<file path="src/hw/ccs_pkg.sv">
/*
 * constants and types shared by the charge-cycle sequencer files.
 * assumes a single 250 MHz clock; all times but the period, kept in seconds, become cycle counts here.
 */
package ccs_pkg;
   localparam int unsigned CLK_HZ          = 250_000_000;
   localparam real         TICK_PERIOD_S   = 1.0;
   localparam int unsigned TICK_CYCLES     = int'(TICK_PERIOD_S * CLK_HZ);
   localparam real         BLINK_HZ        = 1.0;
   localparam int unsigned BLINK_HALF_CYC  = int'(CLK_HZ / (2.0 * BLINK_HZ));
   localparam int unsigned MTO_FACTOR      = 35988;
   localparam int unsigned HOLDOFF_DIV     = 32;
   localparam int unsigned TOPOFF_PULSE_DIV = 16;
   localparam int unsigned TIMER_W         = 32;

   // bus map, one word each
   localparam logic [7:0] ADDR_CTRL    = 8'h00;
   localparam logic [7:0] ADDR_PERIOD  = 8'h04;
   localparam logic [7:0] ADDR_TRICKLE = 8'h08;
   localparam logic [7:0] ADDR_STATUS  = 8'h0c;
   localparam logic [7:0] ADDR_TIMER   = 8'h10;

   localparam int unsigned CTRL_TOPOFF_BIT  = 0;
   localparam int unsigned CTRL_RESTART_BIT = 1;
   localparam logic [31:0] CTRL_RESET       = 32'h0000_0000;
   localparam logic [31:0] PERIOD_RESET     = 32'h0000_0e10;
   localparam logic [31:0] TRICKLE_RESET    = 32'h00f0_0000;

   typedef enum logic [8:0] {
      ST_QUAL    = 9'h001,
      ST_COND    = 9'h002,
      ST_FAST_CC = 9'h004,
      ST_FAST_CV = 9'h008,
      ST_TOPOFF  = 9'h010,
      ST_MAINT   = 9'h020,
      ST_DONE    = 9'h040,
      ST_SUSP    = 9'h080,
      ST_IDLE    = 9'h100
   } ccs_state_t;
endpackage

</file>
<file path="src/hw/ccs_tick_if.sv">
/*
 * carrier for the timer's tick and control between sequencer and counter.
 * assumes one clock domain.
 */
`timescale 1ns/1ps
interface ccs_tick_if;
   logic        tick;
   logic        run;
   logic        clear;
   logic        add_period;
   logic [31:0] period;
   logic [31:0] remaining;
   logic        expired;
   logic        holdoff;
   modport seq (output run, clear, add_period, period, input tick, remaining, expired, holdoff);
   modport tmr (input run, clear, add_period, period, tick, output remaining, expired, holdoff);
endinterface

</file>
<file path="src/hw/ccs_seq.sv">
/*
 * charge-cycle sequencer: qualification, conditioning, fast charge with
 * chemistry detection, nickel top-off and maintenance, lithium cv phase.
 * assumes threshold flags come from analog comparators already sampled on
 * hclk; timer period is set by software in seconds over ahb-lite.
 */
// The register addresses and register access over AHB-Lite were chosen for this implementation.
`timescale 1ns/1ps
// Notes on behaviour
// RL1: new cycle on power, insert, wake, lithium depletion
// RL2: cycle starts with voltage and temperature qualification
// RL3: cell below low threshold enters conditioning
// RL4: conditioning pulses switch once per second
// RL5: indicator blinks 1 Hz while qualification pending
// RL6: leave conditioning only when voltage and temperature ok
// RL7: timer stopped during conditioning
// RL8: reaching max cell voltage early means lithium
// RL9: indicator held low during fast charge
// RL10: nickel: fast, optional top-off, then maintenance
// RL11: lithium cc until max voltage, then current termination
// RL12: lithium cv ends on taper current or timeout
// RL13: lithium restarts below recharge threshold
// RL14: no maintenance for lithium after termination
// RL15: nickel one period, lithium two periods total
// RL16: peak-drop disabled for period/32 after start
// RL17: period equals resistance times capacitance times 35988; here software writes the period register directly
// RL18: cold fault pauses timer, conditions, then resumes
// RL19: cv entry adds one full period to timer
// RL20: nickel top-off restarts timer after fast charge
// RL21: cc phase watches time, temperature and voltage
// RL22: maintenance pulse rate about one per second
// RL23: switch high passes current, low blocks it
// RL24: threshold comparisons arrive as synchronous flags
// RL25: timer is pausable counter on prescaled tick
module ccs_seq #(
   parameter int unsigned TICK_CYC = ccs_pkg::TICK_CYCLES
) (
   input  wire logic        hclk,
   input  wire logic        hresetn,
   input  wire logic        hsel,
   input  wire logic [31:0] haddr,
   input  wire logic [1:0]  htrans,
   input  wire logic        hwrite,
   input  wire logic [2:0]  hsize,
   input  wire logic [31:0] hwdata,
   input  wire logic        hready,
   output logic      [31:0] hrdata,
   output logic             hreadyout,
   output logic             hresp,
   input  wire logic        pack_present,
   input  wire logic        sleep_req,
   input  wire logic        cell_below_low,      // RL24
   input  wire logic        cell_at_max,
   input  wire logic        cell_below_recharge,
   input  wire logic        temp_cold_fault,
   input  wire logic        temp_hot_fault,
   input  wire logic        current_below_taper,
   input  wire logic        peak_drop_detect,
   output logic             charge_switch_out,
   output logic             status_indicator_n
);
   typedef struct packed {
      ccs_pkg::ccs_state_t st;
      ccs_pkg::ccs_state_t resume_st;
      logic        lithium;
      logic        topoff_en;
      logic        restart;
      logic [31:0] period;
      logic [31:0] trickle_cyc;
      logic [31:0] pulse_cnt;
      logic        pulse_on;
      logic        blink;
      logic        present_q;
      logic        sleep_q;
      logic        wr_pend;
      logic        rd_pend;
      logic [7:0]  addr;
      logic [31:0] rdata;
      logic        sw;
      logic        led_n;
   } ccs_seq_t;
   ccs_seq_t s_q, s_d;

   logic tick, half;
   ccs_tick_if ti ();

   ccs_prescaler #(.TICK_CYC(TICK_CYC)) u_pre (
      .hclk    (hclk),
      .hresetn (hresetn),
      .tick    (tick),
      .half    (half)
   );
   ccs_timer u_tmr (
      .hclk    (hclk),
      .hresetn (hresetn),
      .t       (ti.tmr)
   );

   function automatic logic temp_ok(input logic cold, input logic hot);
      temp_ok = !cold && !hot;
   endfunction

   wire logic start_evt = (pack_present && !s_q.present_q)        // RL1
                        || (!sleep_req && s_q.sleep_q) || s_q.restart;
   wire logic in_cond  = (s_q.st == ccs_pkg::ST_COND);
   wire logic in_fast  = (s_q.st == ccs_pkg::ST_FAST_CC) || (s_q.st == ccs_pkg::ST_FAST_CV);

   assign ti.tick = tick;
   assign ti.period = s_q.period;
   assign ti.run = (s_q.st == ccs_pkg::ST_FAST_CC) || (s_q.st == ccs_pkg::ST_FAST_CV)
                 || (s_q.st == ccs_pkg::ST_TOPOFF);                // RL7 RL25
   assign ti.clear = start_evt
                   || (s_q.st == ccs_pkg::ST_FAST_CC && s_d.st == ccs_pkg::ST_TOPOFF); // RL20
   assign ti.add_period = (s_q.st == ccs_pkg::ST_FAST_CC)
                        && (s_d.st == ccs_pkg::ST_FAST_CV);         // RL19

   always_comb
   begin
      s_d = s_q;
      s_d.present_q = pack_present;
      s_d.sleep_q   = sleep_req;
      s_d.restart   = 1'b0;
      if (half || tick)
         s_d.blink = !s_q.blink;

      // trickle pulse: once per tick, width from register
      if (tick)
      begin
         s_d.pulse_cnt = s_q.trickle_cyc;                           // RL22
         s_d.pulse_on  = 1'b1;
      end
      else if (s_q.pulse_cnt != 32'h0)
         s_d.pulse_cnt = s_q.pulse_cnt - 32'h1;
      else
         s_d.pulse_on = 1'b0;

      case (s_q.st)
         ccs_pkg::ST_IDLE:
            if (pack_present && !sleep_req)
               s_d.st = ccs_pkg::ST_QUAL;
         ccs_pkg::ST_QUAL:                                           // RL2
         begin
            s_d.lithium = 1'b0;
            if (cell_below_low || !temp_ok(temp_cold_fault, temp_hot_fault))
            begin
               s_d.st = ccs_pkg::ST_COND;                            // RL3
               s_d.resume_st = ccs_pkg::ST_FAST_CC;
            end
            else
               s_d.st = ccs_pkg::ST_FAST_CC;
         end
         ccs_pkg::ST_COND:                                           // RL6
            if (!cell_below_low && temp_ok(temp_cold_fault, temp_hot_fault))
               s_d.st = s_q.resume_st;                               // RL18
         ccs_pkg::ST_FAST_CC:                                        // RL21
            if (temp_cold_fault)
            begin
               s_d.st = ccs_pkg::ST_COND;                            // RL18
               s_d.resume_st = ccs_pkg::ST_FAST_CC;
            end
            else if (cell_at_max)
            begin
               s_d.lithium = 1'b1;                                   // RL8
               s_d.st = ccs_pkg::ST_FAST_CV;                         // RL11
            end
            else if (ti.expired || (peak_drop_detect && !ti.holdoff)) // RL16 RL15
               s_d.st = s_q.topoff_en ? ccs_pkg::ST_TOPOFF : ccs_pkg::ST_MAINT; // RL10
         ccs_pkg::ST_FAST_CV:
            if (temp_cold_fault)
            begin
               s_d.st = ccs_pkg::ST_COND;
               s_d.resume_st = ccs_pkg::ST_FAST_CV;
            end
            else if (current_below_taper || ti.expired)               // RL12 RL14
               s_d.st = ccs_pkg::ST_DONE;
         ccs_pkg::ST_TOPOFF:
            if (ti.expired || cell_at_max || temp_hot_fault)
               s_d.st = ccs_pkg::ST_MAINT;
         ccs_pkg::ST_MAINT:
            if (cell_at_max)                                         // RL10
               s_d.st = ccs_pkg::ST_SUSP;
         ccs_pkg::ST_SUSP:
            if (!cell_at_max)
               s_d.st = ccs_pkg::ST_MAINT;
         ccs_pkg::ST_DONE:
            if (cell_below_recharge)                                 // RL13
               s_d.restart = 1'b1;
         default:
            s_d.st = ccs_pkg::ST_IDLE;
      endcase
      if (start_evt)
         s_d.st = ccs_pkg::ST_QUAL;                                  // RL1
      if (!pack_present || sleep_req)
         s_d.st = ccs_pkg::ST_IDLE;

      case (s_d.st)
         ccs_pkg::ST_FAST_CC, ccs_pkg::ST_FAST_CV:
            s_d.sw = 1'b1;                                           // RL23
         ccs_pkg::ST_COND, ccs_pkg::ST_MAINT:
            s_d.sw = s_d.pulse_on;                                   // RL4
         ccs_pkg::ST_TOPOFF:
            s_d.sw = s_d.pulse_on && (s_q.pulse_cnt > (s_q.trickle_cyc >> 1));
         default:
            s_d.sw = 1'b0;
      endcase
      case (s_d.st)
         ccs_pkg::ST_FAST_CC, ccs_pkg::ST_FAST_CV:
            s_d.led_n = 1'b0;                                        // RL9
         ccs_pkg::ST_QUAL, ccs_pkg::ST_COND:
            s_d.led_n = s_d.blink;                                   // RL5
         default:
            s_d.led_n = 1'b1;
      endcase

      // ahb-lite slave, zero wait states
      if (s_q.wr_pend)
      begin
         case (s_q.addr)
            ccs_pkg::ADDR_CTRL:
            begin
               s_d.topoff_en = hwdata[ccs_pkg::CTRL_TOPOFF_BIT];
               if (hwdata[ccs_pkg::CTRL_RESTART_BIT])
                  s_d.restart = 1'b1;
            end
            ccs_pkg::ADDR_PERIOD:  s_d.period = hwdata;              // RL17
            ccs_pkg::ADDR_TRICKLE: s_d.trickle_cyc = hwdata;
            default: ;
         endcase
      end
      s_d.wr_pend = hsel && hready && htrans[1] && hwrite;
      s_d.rd_pend = hsel && hready && htrans[1] && !hwrite;
      if (hsel && hready && htrans[1])
         s_d.addr = haddr[7:0];
      if (hsel && hready && htrans[1] && !hwrite)
      begin
         case (haddr[7:0])
            ccs_pkg::ADDR_CTRL:    s_d.rdata = {30'h0, 1'b0, s_q.topoff_en};
            ccs_pkg::ADDR_PERIOD:  s_d.rdata = s_q.period;
            ccs_pkg::ADDR_TRICKLE: s_d.rdata = s_q.trickle_cyc;
            ccs_pkg::ADDR_STATUS:  s_d.rdata = {22'h0, s_q.lithium, s_q.st};
            ccs_pkg::ADDR_TIMER:   s_d.rdata = ti.remaining;
            default:               s_d.rdata = 32'h0;
         endcase
      end
   end

   always_ff @(posedge hclk or negedge hresetn)
   begin
      if (!hresetn)
      begin
         s_q             <= '0;
         s_q.st          <= ccs_pkg::ST_IDLE;
         s_q.resume_st   <= ccs_pkg::ST_FAST_CC;
         s_q.period      <= ccs_pkg::PERIOD_RESET;
         s_q.trickle_cyc <= ccs_pkg::TRICKLE_RESET;
         s_q.led_n       <= 1'b1;
      end
      else
         s_q <= s_d;
   end

   assign hrdata             = s_q.rdata;
   assign hreadyout          = 1'b1;
   assign hresp              = 1'b0;
   assign charge_switch_out  = s_q.sw;
   assign status_indicator_n = s_q.led_n;

   // properties read registered state, so an effect shows one edge after its cause
   cond_no_timer_a: assert property (@(posedge hclk) disable iff (!hresetn) // RL7
      in_cond |-> !ti.run) else $error("timer runs in conditioning");
   fast_led_low_a: assert property (@(posedge hclk) disable iff (!hresetn) // RL9
      in_fast |-> !status_indicator_n)
      else $error("indicator not low in fast charge");
   low_cell_cond_a: assert property (@(posedge hclk) disable iff (!hresetn) // RL3
      (s_q.st == ccs_pkg::ST_QUAL && cell_below_low && pack_present && !sleep_req
       && !start_evt) |=> in_cond) else $error("low cell not conditioned");
   li_detect_a: assert property (@(posedge hclk) disable iff (!hresetn) // RL8
      (s_q.st == ccs_pkg::ST_FAST_CC && cell_at_max && !temp_cold_fault && pack_present
       && !sleep_req && !start_evt) |=> s_q.lithium && s_q.st == ccs_pkg::ST_FAST_CV)
      else $error("lithium not detected");
   cv_add_a: assert property (@(posedge hclk) disable iff (!hresetn) // RL19
      ti.add_period |=> ti.remaining == $past(ti.remaining) + $past(s_q.period))
      else $error("period not added on cv entry");
   cv_end_a: assert property (@(posedge hclk) disable iff (!hresetn) // RL12
      (s_q.st == ccs_pkg::ST_FAST_CV && current_below_taper && !temp_cold_fault
       && pack_present && !sleep_req && !start_evt) |=> s_q.st == ccs_pkg::ST_DONE)
      else $error("cv charge not ended");
   li_no_maint_a: assert property (@(posedge hclk) disable iff (!hresetn) // RL14
      s_q.st == ccs_pkg::ST_DONE |-> !charge_switch_out) else $error("lithium maintained");
   cold_pause_a: assert property (@(posedge hclk) disable iff (!hresetn) // RL18
      (in_fast && temp_cold_fault && pack_present && !sleep_req && !start_evt)
      |=> in_cond ##1 (!in_cond || $stable(ti.remaining)))
      else $error("cold fault not paused");

   fast_switch_on_a: assert property (@(posedge hclk) disable iff (!hresetn) // RL23
      in_fast |-> charge_switch_out) else $error("switch off in fast charge");
   pending_blink_a: assert property (@(posedge hclk) disable iff (!hresetn) // RL5
      (s_q.st == ccs_pkg::ST_QUAL || in_cond) |-> status_indicator_n == s_q.blink)
      else $error("indicator not blinking while pending");
   insert_qual_a: assert property (@(posedge hclk) disable iff (!hresetn) // RL1
      (pack_present && !s_q.present_q && !sleep_req) |=> s_q.st == ccs_pkg::ST_QUAL)
      else $error("insertion did not start a cycle");
   qual_fast_a: assert property (@(posedge hclk) disable iff (!hresetn) // RL2
      (s_q.st == ccs_pkg::ST_QUAL && !cell_below_low && !temp_cold_fault && !temp_hot_fault
       && pack_present && !sleep_req && !start_evt) |=> s_q.st == ccs_pkg::ST_FAST_CC)
      else $error("qualified pack not fast charged");
   cond_hold_a: assert property (@(posedge hclk) disable iff (!hresetn) // RL6
      (in_cond && (cell_below_low || temp_cold_fault || temp_hot_fault) && pack_present
       && !sleep_req && !start_evt) |=> in_cond)
      else $error("conditioning left too early");
   holdoff_a: assert property (@(posedge hclk) disable iff (!hresetn) // RL16
      (s_q.st == ccs_pkg::ST_FAST_CC && ti.holdoff && !ti.expired && !cell_at_max
       && !temp_cold_fault && pack_present && !sleep_req && !start_evt)
      |=> s_q.st == ccs_pkg::ST_FAST_CC)
      else $error("peak drop acted inside hold-off");
   topoff_clear_a: assert property (@(posedge hclk) disable iff (!hresetn) // RL20
      (s_q.st == ccs_pkg::ST_FAST_CC && s_d.st == ccs_pkg::ST_TOPOFF)
      |=> ti.remaining == $past(s_q.period))
      else $error("timer not reset for top-off");
   cc_timeout_a: assert property (@(posedge hclk) disable iff (!hresetn) // RL15
      (s_q.st == ccs_pkg::ST_FAST_CC && ti.expired && !cell_at_max && !temp_cold_fault
       && pack_present && !sleep_req && !start_evt)
      |=> (s_q.st == ccs_pkg::ST_TOPOFF || s_q.st == ccs_pkg::ST_MAINT))
      else $error("fast charge outlived its period");
   cv_timeout_a: assert property (@(posedge hclk) disable iff (!hresetn) // RL12
      (s_q.st == ccs_pkg::ST_FAST_CV && ti.expired && !temp_cold_fault && pack_present
       && !sleep_req && !start_evt) |=> s_q.st == ccs_pkg::ST_DONE)
      else $error("cv charge outlived its timer");
   maint_stop_a: assert property (@(posedge hclk) disable iff (!hresetn) // RL10
      (s_q.st == ccs_pkg::ST_MAINT && cell_at_max && pack_present && !sleep_req
       && !start_evt) |=> s_q.st == ccs_pkg::ST_SUSP)
      else $error("maintenance not stopped at max cell");
   susp_off_a: assert property (@(posedge hclk) disable iff (!hresetn) // RL10
      s_q.st == ccs_pkg::ST_SUSP |-> !charge_switch_out)
      else $error("switch on while suspended");
   recharge_a: assert property (@(posedge hclk) disable iff (!hresetn) // RL13
      (s_q.st == ccs_pkg::ST_DONE && cell_below_recharge) |=> s_q.restart)
      else $error("recharge not requested");
   restart_qual_a: assert property (@(posedge hclk) disable iff (!hresetn) // RL13
      (s_q.restart && pack_present && !sleep_req) |=> s_q.st == ccs_pkg::ST_QUAL)
      else $error("restart did not requalify");
   cond_pulse_a: assert property (@(posedge hclk) disable iff (!hresetn) // RL4
      in_cond |-> charge_switch_out == s_q.pulse_on) else $error("conditioning pulse wrong");
endmodule

</file>
<file path="src/hw/ccs_prescaler.sv">
/*
 * one-second tick divider for the charge timer and indicator blink.
 * assumes hclk at the package rate.
 */
`timescale 1ns/1ps
module ccs_prescaler #(
   parameter int unsigned TICK_CYC = ccs_pkg::TICK_CYCLES
) (
   input  wire logic hclk,
   input  wire logic hresetn,
   output logic      tick,
   output logic      half
);
   typedef struct packed {
      logic [31:0] cnt;
      logic        tick;
      logic        half;
   } ccs_pre_t;
   ccs_pre_t s_q, s_d;

   always_comb
   begin
      s_d      = s_q;
      s_d.tick = 1'b0;
      s_d.half = 1'b0;
      if (s_q.cnt >= 32'(TICK_CYC - 1))
      begin
         s_d.cnt  = 32'h0;
         s_d.tick = 1'b1;
      end
      else
      begin
         s_d.cnt = s_q.cnt + 32'h1;
      end
      if (s_q.cnt == 32'(TICK_CYC / 2 - 1))
         s_d.half = 1'b1;
   end

   always_ff @(posedge hclk or negedge hresetn)
   begin
      if (!hresetn)
         s_q <= '0;
      else
         s_q <= s_d;
   end

   assign tick = s_q.tick;
   assign half = s_q.half;
endmodule

</file>
<file path="src/hw/ccs_timer.sv">
/*
 * pausable, resettable charge timer counting down in prescaled ticks.
 * assumes tick is a one-cycle pulse; period is in seconds.
 */
`timescale 1ns/1ps
module ccs_timer (
   input wire logic hclk,
   input wire logic hresetn,
   ccs_tick_if.tmr  t
);
   typedef struct packed {
      logic [31:0] rem;
      logic [31:0] elapsed;
   } ccs_tmr_t;
   ccs_tmr_t s_q, s_d;

   always_comb
   begin
      s_d = s_q;
      if (t.clear)
      begin
         s_d.rem     = t.period;
         s_d.elapsed = 32'h0;
      end
      else if (t.add_period)
         s_d.rem = s_q.rem + t.period;
      else if (t.run && t.tick && s_q.rem != 32'h0)
      begin
         s_d.rem     = s_q.rem - 32'h1;
         s_d.elapsed = s_q.elapsed + 32'h1;
      end
   end

   always_ff @(posedge hclk or negedge hresetn)
   begin
      if (!hresetn)
         s_q <= '0;
      else
         s_q <= s_d;
   end

   assign t.remaining = s_q.rem;
   assign t.expired   = (s_q.rem == 32'h0);
   // peak-drop stays off for the first period/32 of fast charge
   assign t.holdoff   = (s_q.elapsed < (t.period / ccs_pkg::HOLDOFF_DIV));
endmodule

</file>
<file path="config.mk">
export PLATFORM = sky130hd
export DESIGN_NAME = ccs_seq
export DESIGN_NICKNAME = d
export VERILOG_FILES = /design/src/hw/ccs_pkg.sv /design/src/hw/ccs_tick_if.sv /design/src/hw/ccs_seq.sv /design/src/hw/ccs_prescaler.sv /design/src/hw/ccs_timer.sv
export SDC_FILE = /design/constraint.sdc
export NUM_CORES = 1
export LEC_CHECK = 0
export BUFFER_PORTS_ARGS = -buffer_cell sky130_fd_sc_hd__buf_2
export CAP_MARGIN = 10
export CORE_MARGIN = 2
export CORE_UTILIZATION = 40
export CTS_BUF_LIST = sky130_fd_sc_hd__clkbuf_4 sky130_fd_sc_hd__clkbuf_8
export CTS_CLUSTER_SIZE = 10
export DETAILED_ROUTE_END_ITERATION = 6
export SKIP_CTS_REPAIR_TIMING = 1
export SLEW_MARGIN = 10
export SYNTH_ARGS = -nofsm -noshare
export SYNTH_HDL_FRONTEND = slang
export SYNTH_SLANG_ARGS = --single-unit
export TNS_END_PERCENT = 5
</file>
<file path="constraint.sdc">
create_clock -name hclk -period 11.3 [get_ports hclk]
set_clock_uncertainty 0.2 [all_clocks]
set_input_delay 2.26 -clock hclk [delete_from_list [all_inputs] [get_ports hclk]]
set_output_delay 2.26 -clock hclk [all_outputs]
set_load 0.05 [all_outputs]
</file>
**After elaboration in Yosys (flattened, before gate mapping)**

Index checks and enable logic that the tools add are counted.
Widths: inputs -> output; s select.

- Reductions and logical operators: 56
- Order comparisons: 3
- Multiplexer cells: 43
- Eq/ne operators: 28
- $add $sub $neg: 5

Operator list:

| cell | number |
|---|---|
| $mux 32 | 6 |
| $pmux 32 s5 | 1 |
| $mux 9 | 15 |
| $mux 64 | 2 |
| $pmux 9 s9 | 1 |
| $mux 65 | 1 |
| $add 32x1->32 const B | 2 |
| $reduce_bool 32->1 | 2 |
| $sub 32x1->32 const B | 2 |
| $mux 33 | 1 |
| $add 32x32->32 | 1 |
| $eq 32x27->1 const B | 1 |
| $ge 32x28->1 const B | 1 |
| $gt 32x31->1 | 1 |
| $logic_not 32->1 | 1 |
| $lt 32x27->1 | 1 |
| $pmux 9 s3 | 1 |
| $eq 8x4->1 const B | 3 |
| $eq 9x1->1 const B | 2 |
| $eq 9x2->1 const B | 2 |
| $eq 9x3->1 const B | 2 |
| $eq 9x4->1 const B | 2 |
| $eq 9x5->1 const B | 2 |
| $eq 9x6->1 const B | 2 |
| 21 further kinds | 80 |

- Word-level logic and storage cells: 157
- Register bits after elaboration: 262
- Output and inout bits: 36
- Bits of input ports: 83

**Logic depth before layout (Yosys ltp)**

Gate-level depths: netlist (run 1).

- Depth after elaboration: 15
- Mapped depth: 19
- Gate-level depth less buffers: 18

**Modules after synthesis**

From an unflattened synthesis (run 1), not the netlist that was laid out.

- Cells, all modules: 1766
- Area, all modules: 16495.8 µm²

Modules (own cells, without submodules):

| module | instances | area each (µm²) | seq. area each (µm²) | cells an instance |
|---|---|---|---|---|
| ccs_seq | 1 | 8574.5 | 3942.5 | 852 |
| ccs_timer | 1 | 5958.2 | 1601.5 | 728 |
| ccs_prescaler | 1 | 1963.1 | 850.8 | 186 |

**Worst setup path after synthesis (run 1)**

OpenSTA, ideal clock, no wires.

- Path kind: input-to-reg
- Start: in pack_present
- End: reg u_tmr.s_q (netlist bit u_tmr.t.remaining[28])
- Buffers on the path: 0
- Setup time: 0.126 ns
- Data arrival time: 5.994 ns
- Cell stages on the path: 17
- Slack: 4.980 ns
- Data required time: 10.974 ns
- Cells stage by stage: nor2b_1 -> or3_1 -> a2111oi_4 -> nand3b_1 -> or2_2 -> ha_1 -> inv_1 -> fa_1 -> nor2b_1 -> o31a_1 -> o211a_1 -> o21ai_0 -> a21oi_1 -> or2_2 -> a31oi_1 -> xnor2_1 -> a221o_1

- Word-level cells in the longest chain between the ends: 9
- Elaborated cells between the ends (all ways): 18

RTL lines:

| item | RTL line | RTL |
|---|---|---|
| from (decl) | ccs_seq.sv:50 | `input wire logic pack_present,` |
| $logic_and 1x1->1 (on tied branches) | ccs_seq.sv:139, ccs_seq.sv:103 |  |
| $mux 9 or $logic_or 1x1->1 (tied branches) | ccs_seq.sv:139, ccs_seq.sv:104 |  |
| $pmux 9 s9 or $logic_or 1x1->1 (tied branches) | ccs_seq.sv:137, ccs_seq.sv:104 |  |
| $mux 9 | ccs_seq.sv:191 | `if (start_evt)` |
| $mux 9 | ccs_seq.sv:193 | `if (!pack_present \|\| sleep_req)` |
| $eq 9x4->1 or $eq 9x5->1 (tied branches) | ccs_seq.sv:115, ccs_seq.sv:113 |  |
| $logic_and 1x1->1 (on tied branches) | ccs_seq.sv:115, ccs_seq.sv:113 |  |
| $mux 32 or $logic_or 1x1->1 (tied branches) | ccs_timer.sv:25, ccs_seq.sv:113 |  |
| $mux 64 or $reduce_bool 3->1 (tied branches) | n/a |  |
| to (signal assigned) | ccs_timer.sv:37 | `s_q <= '0;` |
| to (signal assigned) | ccs_timer.sv:39 | `s_q <= s_d;` |
| to (decl) | ccs_timer.sv:15 | `ccs_tmr_t s_q, s_d;` |

Several ways; a longest one is shown, not always the timed one.
A chain may end at the register's enable or synchronous reset.

**Final worst setup path (run 1)**

Ends and elaborated chain as after synthesis.

==> results.md, run 1 <==
- Syn. warnings: 0
- Worst setup startpoint: pack_present
- Initial antenna violation count: 2
- Vias per inst: 5.602
- Min-delay worst type: reg2reg
- Comb pwr share: 0.145
- Num CTS Buffers: 46
- Drt pass-1 iters: 7
- Setup crit end kind: flip-flop
- Critical path peak fanout: 10
- Starting Density: 0.4028
- Failing checks: DRC
- Die Span Y: 200.6 um
- Total wire length: about 42000 um
- # diodes: 0
- Synth top area share: 0.3950
- IO Port Bufs: 88
- Sequential power share: 0.429
- Post-synthesis sequential area ratio: 0.4137
- EDFF count, synth: 0
- Hold Vio Cnt, Final: 0
- WHS: 0.2698 ns
- CTS sink count: about 260
- Crit start category: primary input
- H-Tree Depth: 2
- Number of global-route vias before repair: 12530
- Post-DRT Antenna Nets: 0
- Maximum VDD drop: 0.1059 mV
- Clk_lat worst skew: between 0.6 and 0.7 ns
- # DRC: 11
- Status: complete, but fails checks
- Core area: 38380 um^2
- Wirelength per Cell: 18.48 um
- Total power: 2.438 mW
- Synth top area cells: dfrtp_1 40%, ha_1 7.4%, mux2_2 5.7%
- Rel. slew slack: 0.3617
- Tcrit/Tclk final: 0.5931
- Synthesized area per cell: 9.329 um^2
- Most common cell in the netlist: dfrtp_1
- Mapped Cells: 1657
- First-pass GRT wire length: 67600 um
- Row count: 72
- Sw Share: 0.2837
- IO Pins: approximately 120
- Max Freq: about 150 MHz
- Tmin final: 6.703 ns
- Max Cap Violations: 0
- LEAKAGE: approximately 7.7 nW
- Most common library cells after synthesis: 244 x dfrtp_1, 145 x nand2_1, 141 x nor2_1, 92 x o21ai_0
- Die W: 200.6 um
- Final setup fails: 0
- Number of synthesized register bits: around 260
- Post-detailed-placement half-perimeter wirelength: 29860 um
- CTS tree: built
- P&R area growth vs syn: 11.84%
- Power Dens Cells: about 140 nW/um^2
- Worst-Margin Slew: roughly 0.96 ns
- Worst path max stage delay: ~0.58 ns
- Clock transition at path regs: 0.06 ns
- Crit path kind: in2reg
- Origin of the critical flop-to-flop path: s_q[162]$_DFF_PN0_
- Netlist cell types: 67
- Total grt overflow: 0
- Largest net degree at the start of global routing: 117
- Via count: 12670
- Root buf cell: clkbuf_8
- Clock network fraction of total power: 0.426
- P_sw: 0.6915 mW
- Total track usage: 0.2087
- Cell type with the largest total area after synthesis: dfrtp_1
- First DRT Iteration DRCs: 1069
- CP max-delay cell: a2111oi_4
- RSZ-0062 raised after global routing: false
- Die area: 40230 um^2
- Layout cells sized above 1: 0.1789
- Arrival time of the worst setup path: roughly 7 ns
- Asr flop ratio synth: 1.000
- NumNets Final: between 1500 and 2000
- Ordered list of cells on the worst path: buf_2 -> nor2b_1 -> or3_1 -> a2111oi_4 -> nand3b_1 -> or2_2 -> ha_1 -> inv_1 -> fa_1 -> nor2b_1 -> o31a_1 -> o211a_1 -> o21ai_0 -> a21oi_1 -> or2_2 -> a31oi_1 -> xnor2_1 -> a221o_1
- RePlAce Congestion: 0.8899
- Setup TNS: 0 ns
- Hold_sp: hrdata[23]$_DFFE_PN0P_
- Max clock buf depth: 3
- Max Slew Vio Count: 0
- Synthesized area: 15460 um^2
- Req. time, crit path: 11.61 ns
- Top FF cell, synth: dfrtp_1
- Internal Power: roughly 1.7 mW
-- power by group through the flow --
stage	Sequential, mW	Clock, mW	Combinational [mW]
after floorplan	1.03	0	0.259
after global placement	1.06	0	0.343
after detailed placement	1.06	0	0.351
after CTS	1.04	1.07	0.353
after global routing	1.05	1.11	0.399
final	1.05	1.04	0.353
-- cell type report --
cell class              count  area (um^2)
inverters                  79        296.5
well taps                 518        648.1
multi-input cells        1221         8269
fillers                  3760        21090
flip-flops and latches    255         6396
repair buffers            104        570.5
clock buffers              72        903.4
clock inverters            13        203.9
-- sequential cells by signal (all words and copies together) (netlist names), 32 cells and up --
signal             flops
u_tmr.s_q             32
u_pre.s_q             32
u_tmr.t.remaining     32
ti.period             32
s_q                   91
hrdata                32
-- path summary, 6_finish.rpt --
| check | to | slack, ns | cells after the start |
|---|---|---|---|
| worst max register to register | u_tmr.t.remaining[28]$_DFFE_PN0P_ | 5.25 | 18 |
| worst min-delay path | hrdata[23]$_DFFE_PN0P_ | 0.27 | 2 |
| max in group asynchronous | u_pre.tick$_DFF_PN0_ | 7.81 | 2 |
| worst max-delay path | u_tmr.t.remaining[28]$_DFFE_PN0P_ | 4.60 | 18 |
| min in group asynchronous | hrdata[26]$_DFFE_PN0P_ | 1.53 | 1 |
| worst min register to register | hrdata[23]$_DFFE_PN0P_ | 0.27 | 2 |
-- metrics by stage --
stage	utilization	instance area, um^2	instances	worst slack [ns]
after floorplan	-	15470	1661	4.980
final	0.4505	17290	2262	4.597
after global routing	0.4505	17290	2262	4.236
after global placement	0.4216	16180	2177	4.082
after CTS	0.4505	17290	2262	4.696
after detailed placement	0.4216	16180	2177	4.032
-- cell usage in the layout, fill, tap and decap left out, types with 38 or more instances in the layout --
cell type / synthesis / layout
dfrtp_1: 244 / 243
nand3_1: 70 / 70
buf_2: 11 / 87
ha_1: 91 / 91
clkbuf_8: 0 / 58
nand4_1: 39 / 39
xnor2_1: 39 / 39
mux2_2: 78 / 78
xor2_1: 47 / 47
nor3_1: 38 / 38
nor2_1: 141 / 137
nand2_1: 145 / 144
inv_1: 79 / 79
a21oi_1: 91 / 91
o21ai_0: 92 / 91
-- metal layers --
metal	vias to the layer above	GRT usage	wire length [um]
met5	-	0	25
met4	4	0.06640	1028
met3	66	0.04269	2326
met2	293	0.3406	19670
met1	6225	0.2788	18760
li1	6084	-	-
-- worst max-delay path, delay by kind of cell --
kind | cells | cell delay, ns
compound gates | 7 | 2.25
simple gates | 6 | 1.81
fa+ha+maj | 2 | 0.41
buf+inv | 2 | 0.19
xor+xnor | 1 | 0.09
-- logic make-up after synthesis --
kind of cell | after synthesis | synth area share
multiplexers | 92 | 0.06589
XOR/XNOR | 86 | 0.04873
adder cells (fa/ha/maj) | 93 | 0.07568
flip-flops | 255 | 0.4137
buffers and inverters | 185 | 0.05456
AND/OR/NAND/NOR | 578 | 0.1846
AO/OA/AOI/OAI | 366 | 0.1563
other | 2 | 0.0004859
Power figures use the tool's default switching activity.
==> inputs of run 2 (changes only) <==
- ABC_AREA: unset -> 1
- clock period: 11.3 -> 6.9 ns (I/O delays scaled with it)
==> run 2 against run 1 <==
Net effect: the run now ends clean; total power is 89% higher; synthesized area is 6.6% higher; worst setup slack worse by 3.9 ns; clock power is 56% higher; routed wire length is 20% higher; cell area is 5.5% higher; count of clock-buffer cells in the layout is 3 lower.
==> results.md, run 2 <==
- RePlAce Congestion: 0.9016
- Total grt overflow: 0
- Post-detailed-placement half-perimeter wirelength: about 37000 um
- Total power: 4.597 mW
- Clock network fraction of total power: 0.352
- Post-synthesis sequential area ratio: 0.3881
- IO Pins: 119
- Clock transition at path regs: ~0.070 ns
- Max Freq: between 150 and 200 MHz
- Fill cells: 4227
- Initial antenna violation count: 1
- Synthesized area: 16480 um^2
- P_sw: 1.588 mW
- Root buf cell: clkbuf_8
- Core area: 40740 um^2
- Worst-Margin Slew: roughly 1.1 ns
- Total wire length: 50000 um
- CTS sink count: about 260
- Final instance area: around 18000 um^2
- Die area: 42830 um^2
- Min-delay worst type: reg2reg
- Setup TNS: 0 ns
- Crit path kind: reg2reg
- Starting Density: 0.4045
- Most frequent cells in the layout: 505 x nand2_1, 277 x inv_1, 244 x dfrtp_1, 202 x o21ai_0, 186 x nor2_1
- Sequential power share: 0.398
- Setup crit end kind: flip-flop
- NumNets Final: approximately 2400
- Max Cap Violations: 0
- Number of global-route vias before repair: between 10000 and 15000
- Die Span Y: 207.0 um
- Critical path peak fanout: 17
- Arrival time of the worst setup path: 6.47 ns
- Most common cell in the netlist: nand2_1
- Num CTS Buffers: 46
- Placed cell area: 17210 um^2
- Wirelength per Cell: 17.63 um
- P&R area growth vs syn: 10.72%
- Post-DRT Antenna Nets: 0
- Met3 Wirelength: 3474 um
- Most common cell on crit path: nand2_1
- Synth top area share: 0.3705
- Flop2flop setup slack: 0.72 ns
- First-pass GRT wire length: around 80000 um
- Mapped Cells: about 2200
- Final setup fails: 0
- Internal Power: about 3.0 mW
- Number of synthesized register bits: 255
- Drt pass-1 iters: 6
- RSZ-0062 raised after global routing: false
- Tmin final: slightly above 6 ns
- Maximum VDD drop: ~0.14 mV
- Req. time, crit path: 7.19 ns
- Tcrit/Tclk final: 0.8957
- Vias per inst: 5.311
- Via count: around 15000
- Most common cell after layout, fill and taps aside: nand2_1
- Die W: slightly above 200 um
- Met2 WL: between 20000 and 25000 um
- Layout cells sized above 1: 0.1042
- Cell type with the largest total area after synthesis: dfrtp_1
- Max Slew Vio Count: 0
- # DRC: 0
- First DRT Iteration DRCs: 1313
- CP max-delay cell: inv_1
- Met1 wire length: between 20000 and 25000 um
- Synthesized area per cell: 7.460 um^2
- Rel. slew slack: 0.2550
- LEAKAGE: ~9 nW
- Netlist cell types: 52
- Hold Vio Cnt, Final: 0
- Worst path max stage delay: 0.55 ns
- Syn. warnings: 0
- Synth top area cells: dfrtp_1 37%, nand2_1 12%, ha_1 6.9%
- Largest net degree at the start of global routing: about 150
- Row count: 74
- Highest Signal Layer: met4
- IO Port Bufs: 88
- Crit start category: flip-flop
- H-Tree Depth: 2
- Sw Share: 0.3454
- Top FF cell, synth: dfrtp_1
- Max clock buf depth: 3
- Most common library cells after synthesis: 505 x nand2_1, 277 x inv_1, 244 x dfrtp_1, 202 x o21ai_0, 186 x nor2_1
- Comb pwr share: 0.251
- Total track usage: 0.2395
- CTS tree: built
- EDFF count, synth: 0
- Largest Register: s_q
- Clk_lat worst skew: ~0.62 ns
- Number of flip-flops in the largest register: 91
- Asr flop ratio synth: 1.000
- Power Dens Cells: 251.9 nW/um^2
- Status: finished clean
-- run 2: cell count changes after synthesis, sizes merged, moves of 28 or more --
cell / before / now
nand2: 146 / 510
inv: 79 / 282
o21ai: 94 / 224
mux2: 78 / 2
nor2: 141 / 191
nor3: 38 / 73
a222oi: 32 / 0
a21o: 34 / 6
-- run 2: per-layer routing --
metal / track usage / vias to the layer above
met1: 0.3485 / 7045
met3: 0.03407 / 101
met5: 0 / -
li1: - / 7389
met4: 0.08789 / 0
met2: 0.3612 / 528
-- run 2: worst paths after layout --
kind	start	to	cells past startpoint
setup / recovery	ti.period[10]$_DFFE_PN1P_	u_tmr.t.remaining[28]$_DFFE_PN0P_	32
hold / removal	s_q[149]$_DFFE_PN1P_	s_q[149]$_DFFE_PN1P_	2
setup reg to reg	ti.period[10]$_DFFE_PN1P_	u_tmr.t.remaining[28]$_DFFE_PN0P_	32
hold reg to reg	s_q[149]$_DFFE_PN1P_	s_q[149]$_DFFE_PN1P_	2
max in group asynchronous	hresetn	u_tmr.s_q[22]$_DFFE_PN0P_	2
min in group asynchronous	hresetn	u_pre.s_q[2]$_DFF_PN0_	1
-- run 2: area by class of cell --
| cell class | instances | area (um^2) | share of cell area |
|---|---|---|---|
| Antenna cell | 1 | 2.502 | 0.0001372 |
| Clock buffer | 69 | 837.1 | 0.04588 |
| Clock inverter | 17 | 196.4 | 0.01077 |
| Inverter | 285 | 1070 | 0.05863 |
| Multi-Input combinational cell | 1572 | 8488 | 0.4652 |
| Sequential cell | 255 | 6395 | 0.3505 |
| Tap cell | 532 | 665.6 | 0.03648 |
| Timing Repair Buffer | 105 | 590.6 | 0.03237 |
-- run 2: stage by stage --
step	setup WS, ns	instances	utilization	hold WS, ns
CTS	0.7318	2835	0.4478	0.2664
detailed placement	0.6276	2749	0.4224	0.2578
floorplan	1.667	2213	-	0.2414
finish	0.7200	2836	0.4479	0.2639
global route	0.1796	2835	0.4478	0.2853
global placement	0.7119	2749	0.4224	0.2510
-- run 2: power by group through the flow --
stage / Clock, mW / Sequential, mW / Combinational, mW
3_5_place_dp: 0 / 1.85 / 1.14
2_1_floorplan: 0 / 1.79 / 0.831
6_report: 1.62 / 1.83 / 1.15
3_3_place_gp: 0 / 1.84 / 1.11
4_1_cts: 1.66 / 1.82 / 1.14
5_1_grt: 1.73 / 1.85 / 1.31
-- run 2: logic make-up (layout without fill, tap and decap cells) --
family                     count (synthesis)  count (layout)  share of synthesized area
AOI/OAI and AO/OA                        439             439                     0.1471
muxes                                      2               2                   0.001367
adders and majority gates                 92              92                    0.07031
other                                      2               7                  0.0004558
buffers and inverters                    386             476                    0.09841
and+or+nand+nor                          948             948                     0.2491
DFF                                      255             255                     0.3881
xor gates and xnor gates                  85              85                    0.04518
-- run 2: worst max-delay path, delay by kind of cell (launching register included) --
family                     cells  cell delay [ns]
DFF                            1             0.54
AOI/OAI and AO/OA              6             0.88
xor gates and xnor gates       1             0.19
buffers and inverters          4             1.11
adders and majority gates      2             0.71
and+or+nand+nor               19             2.40
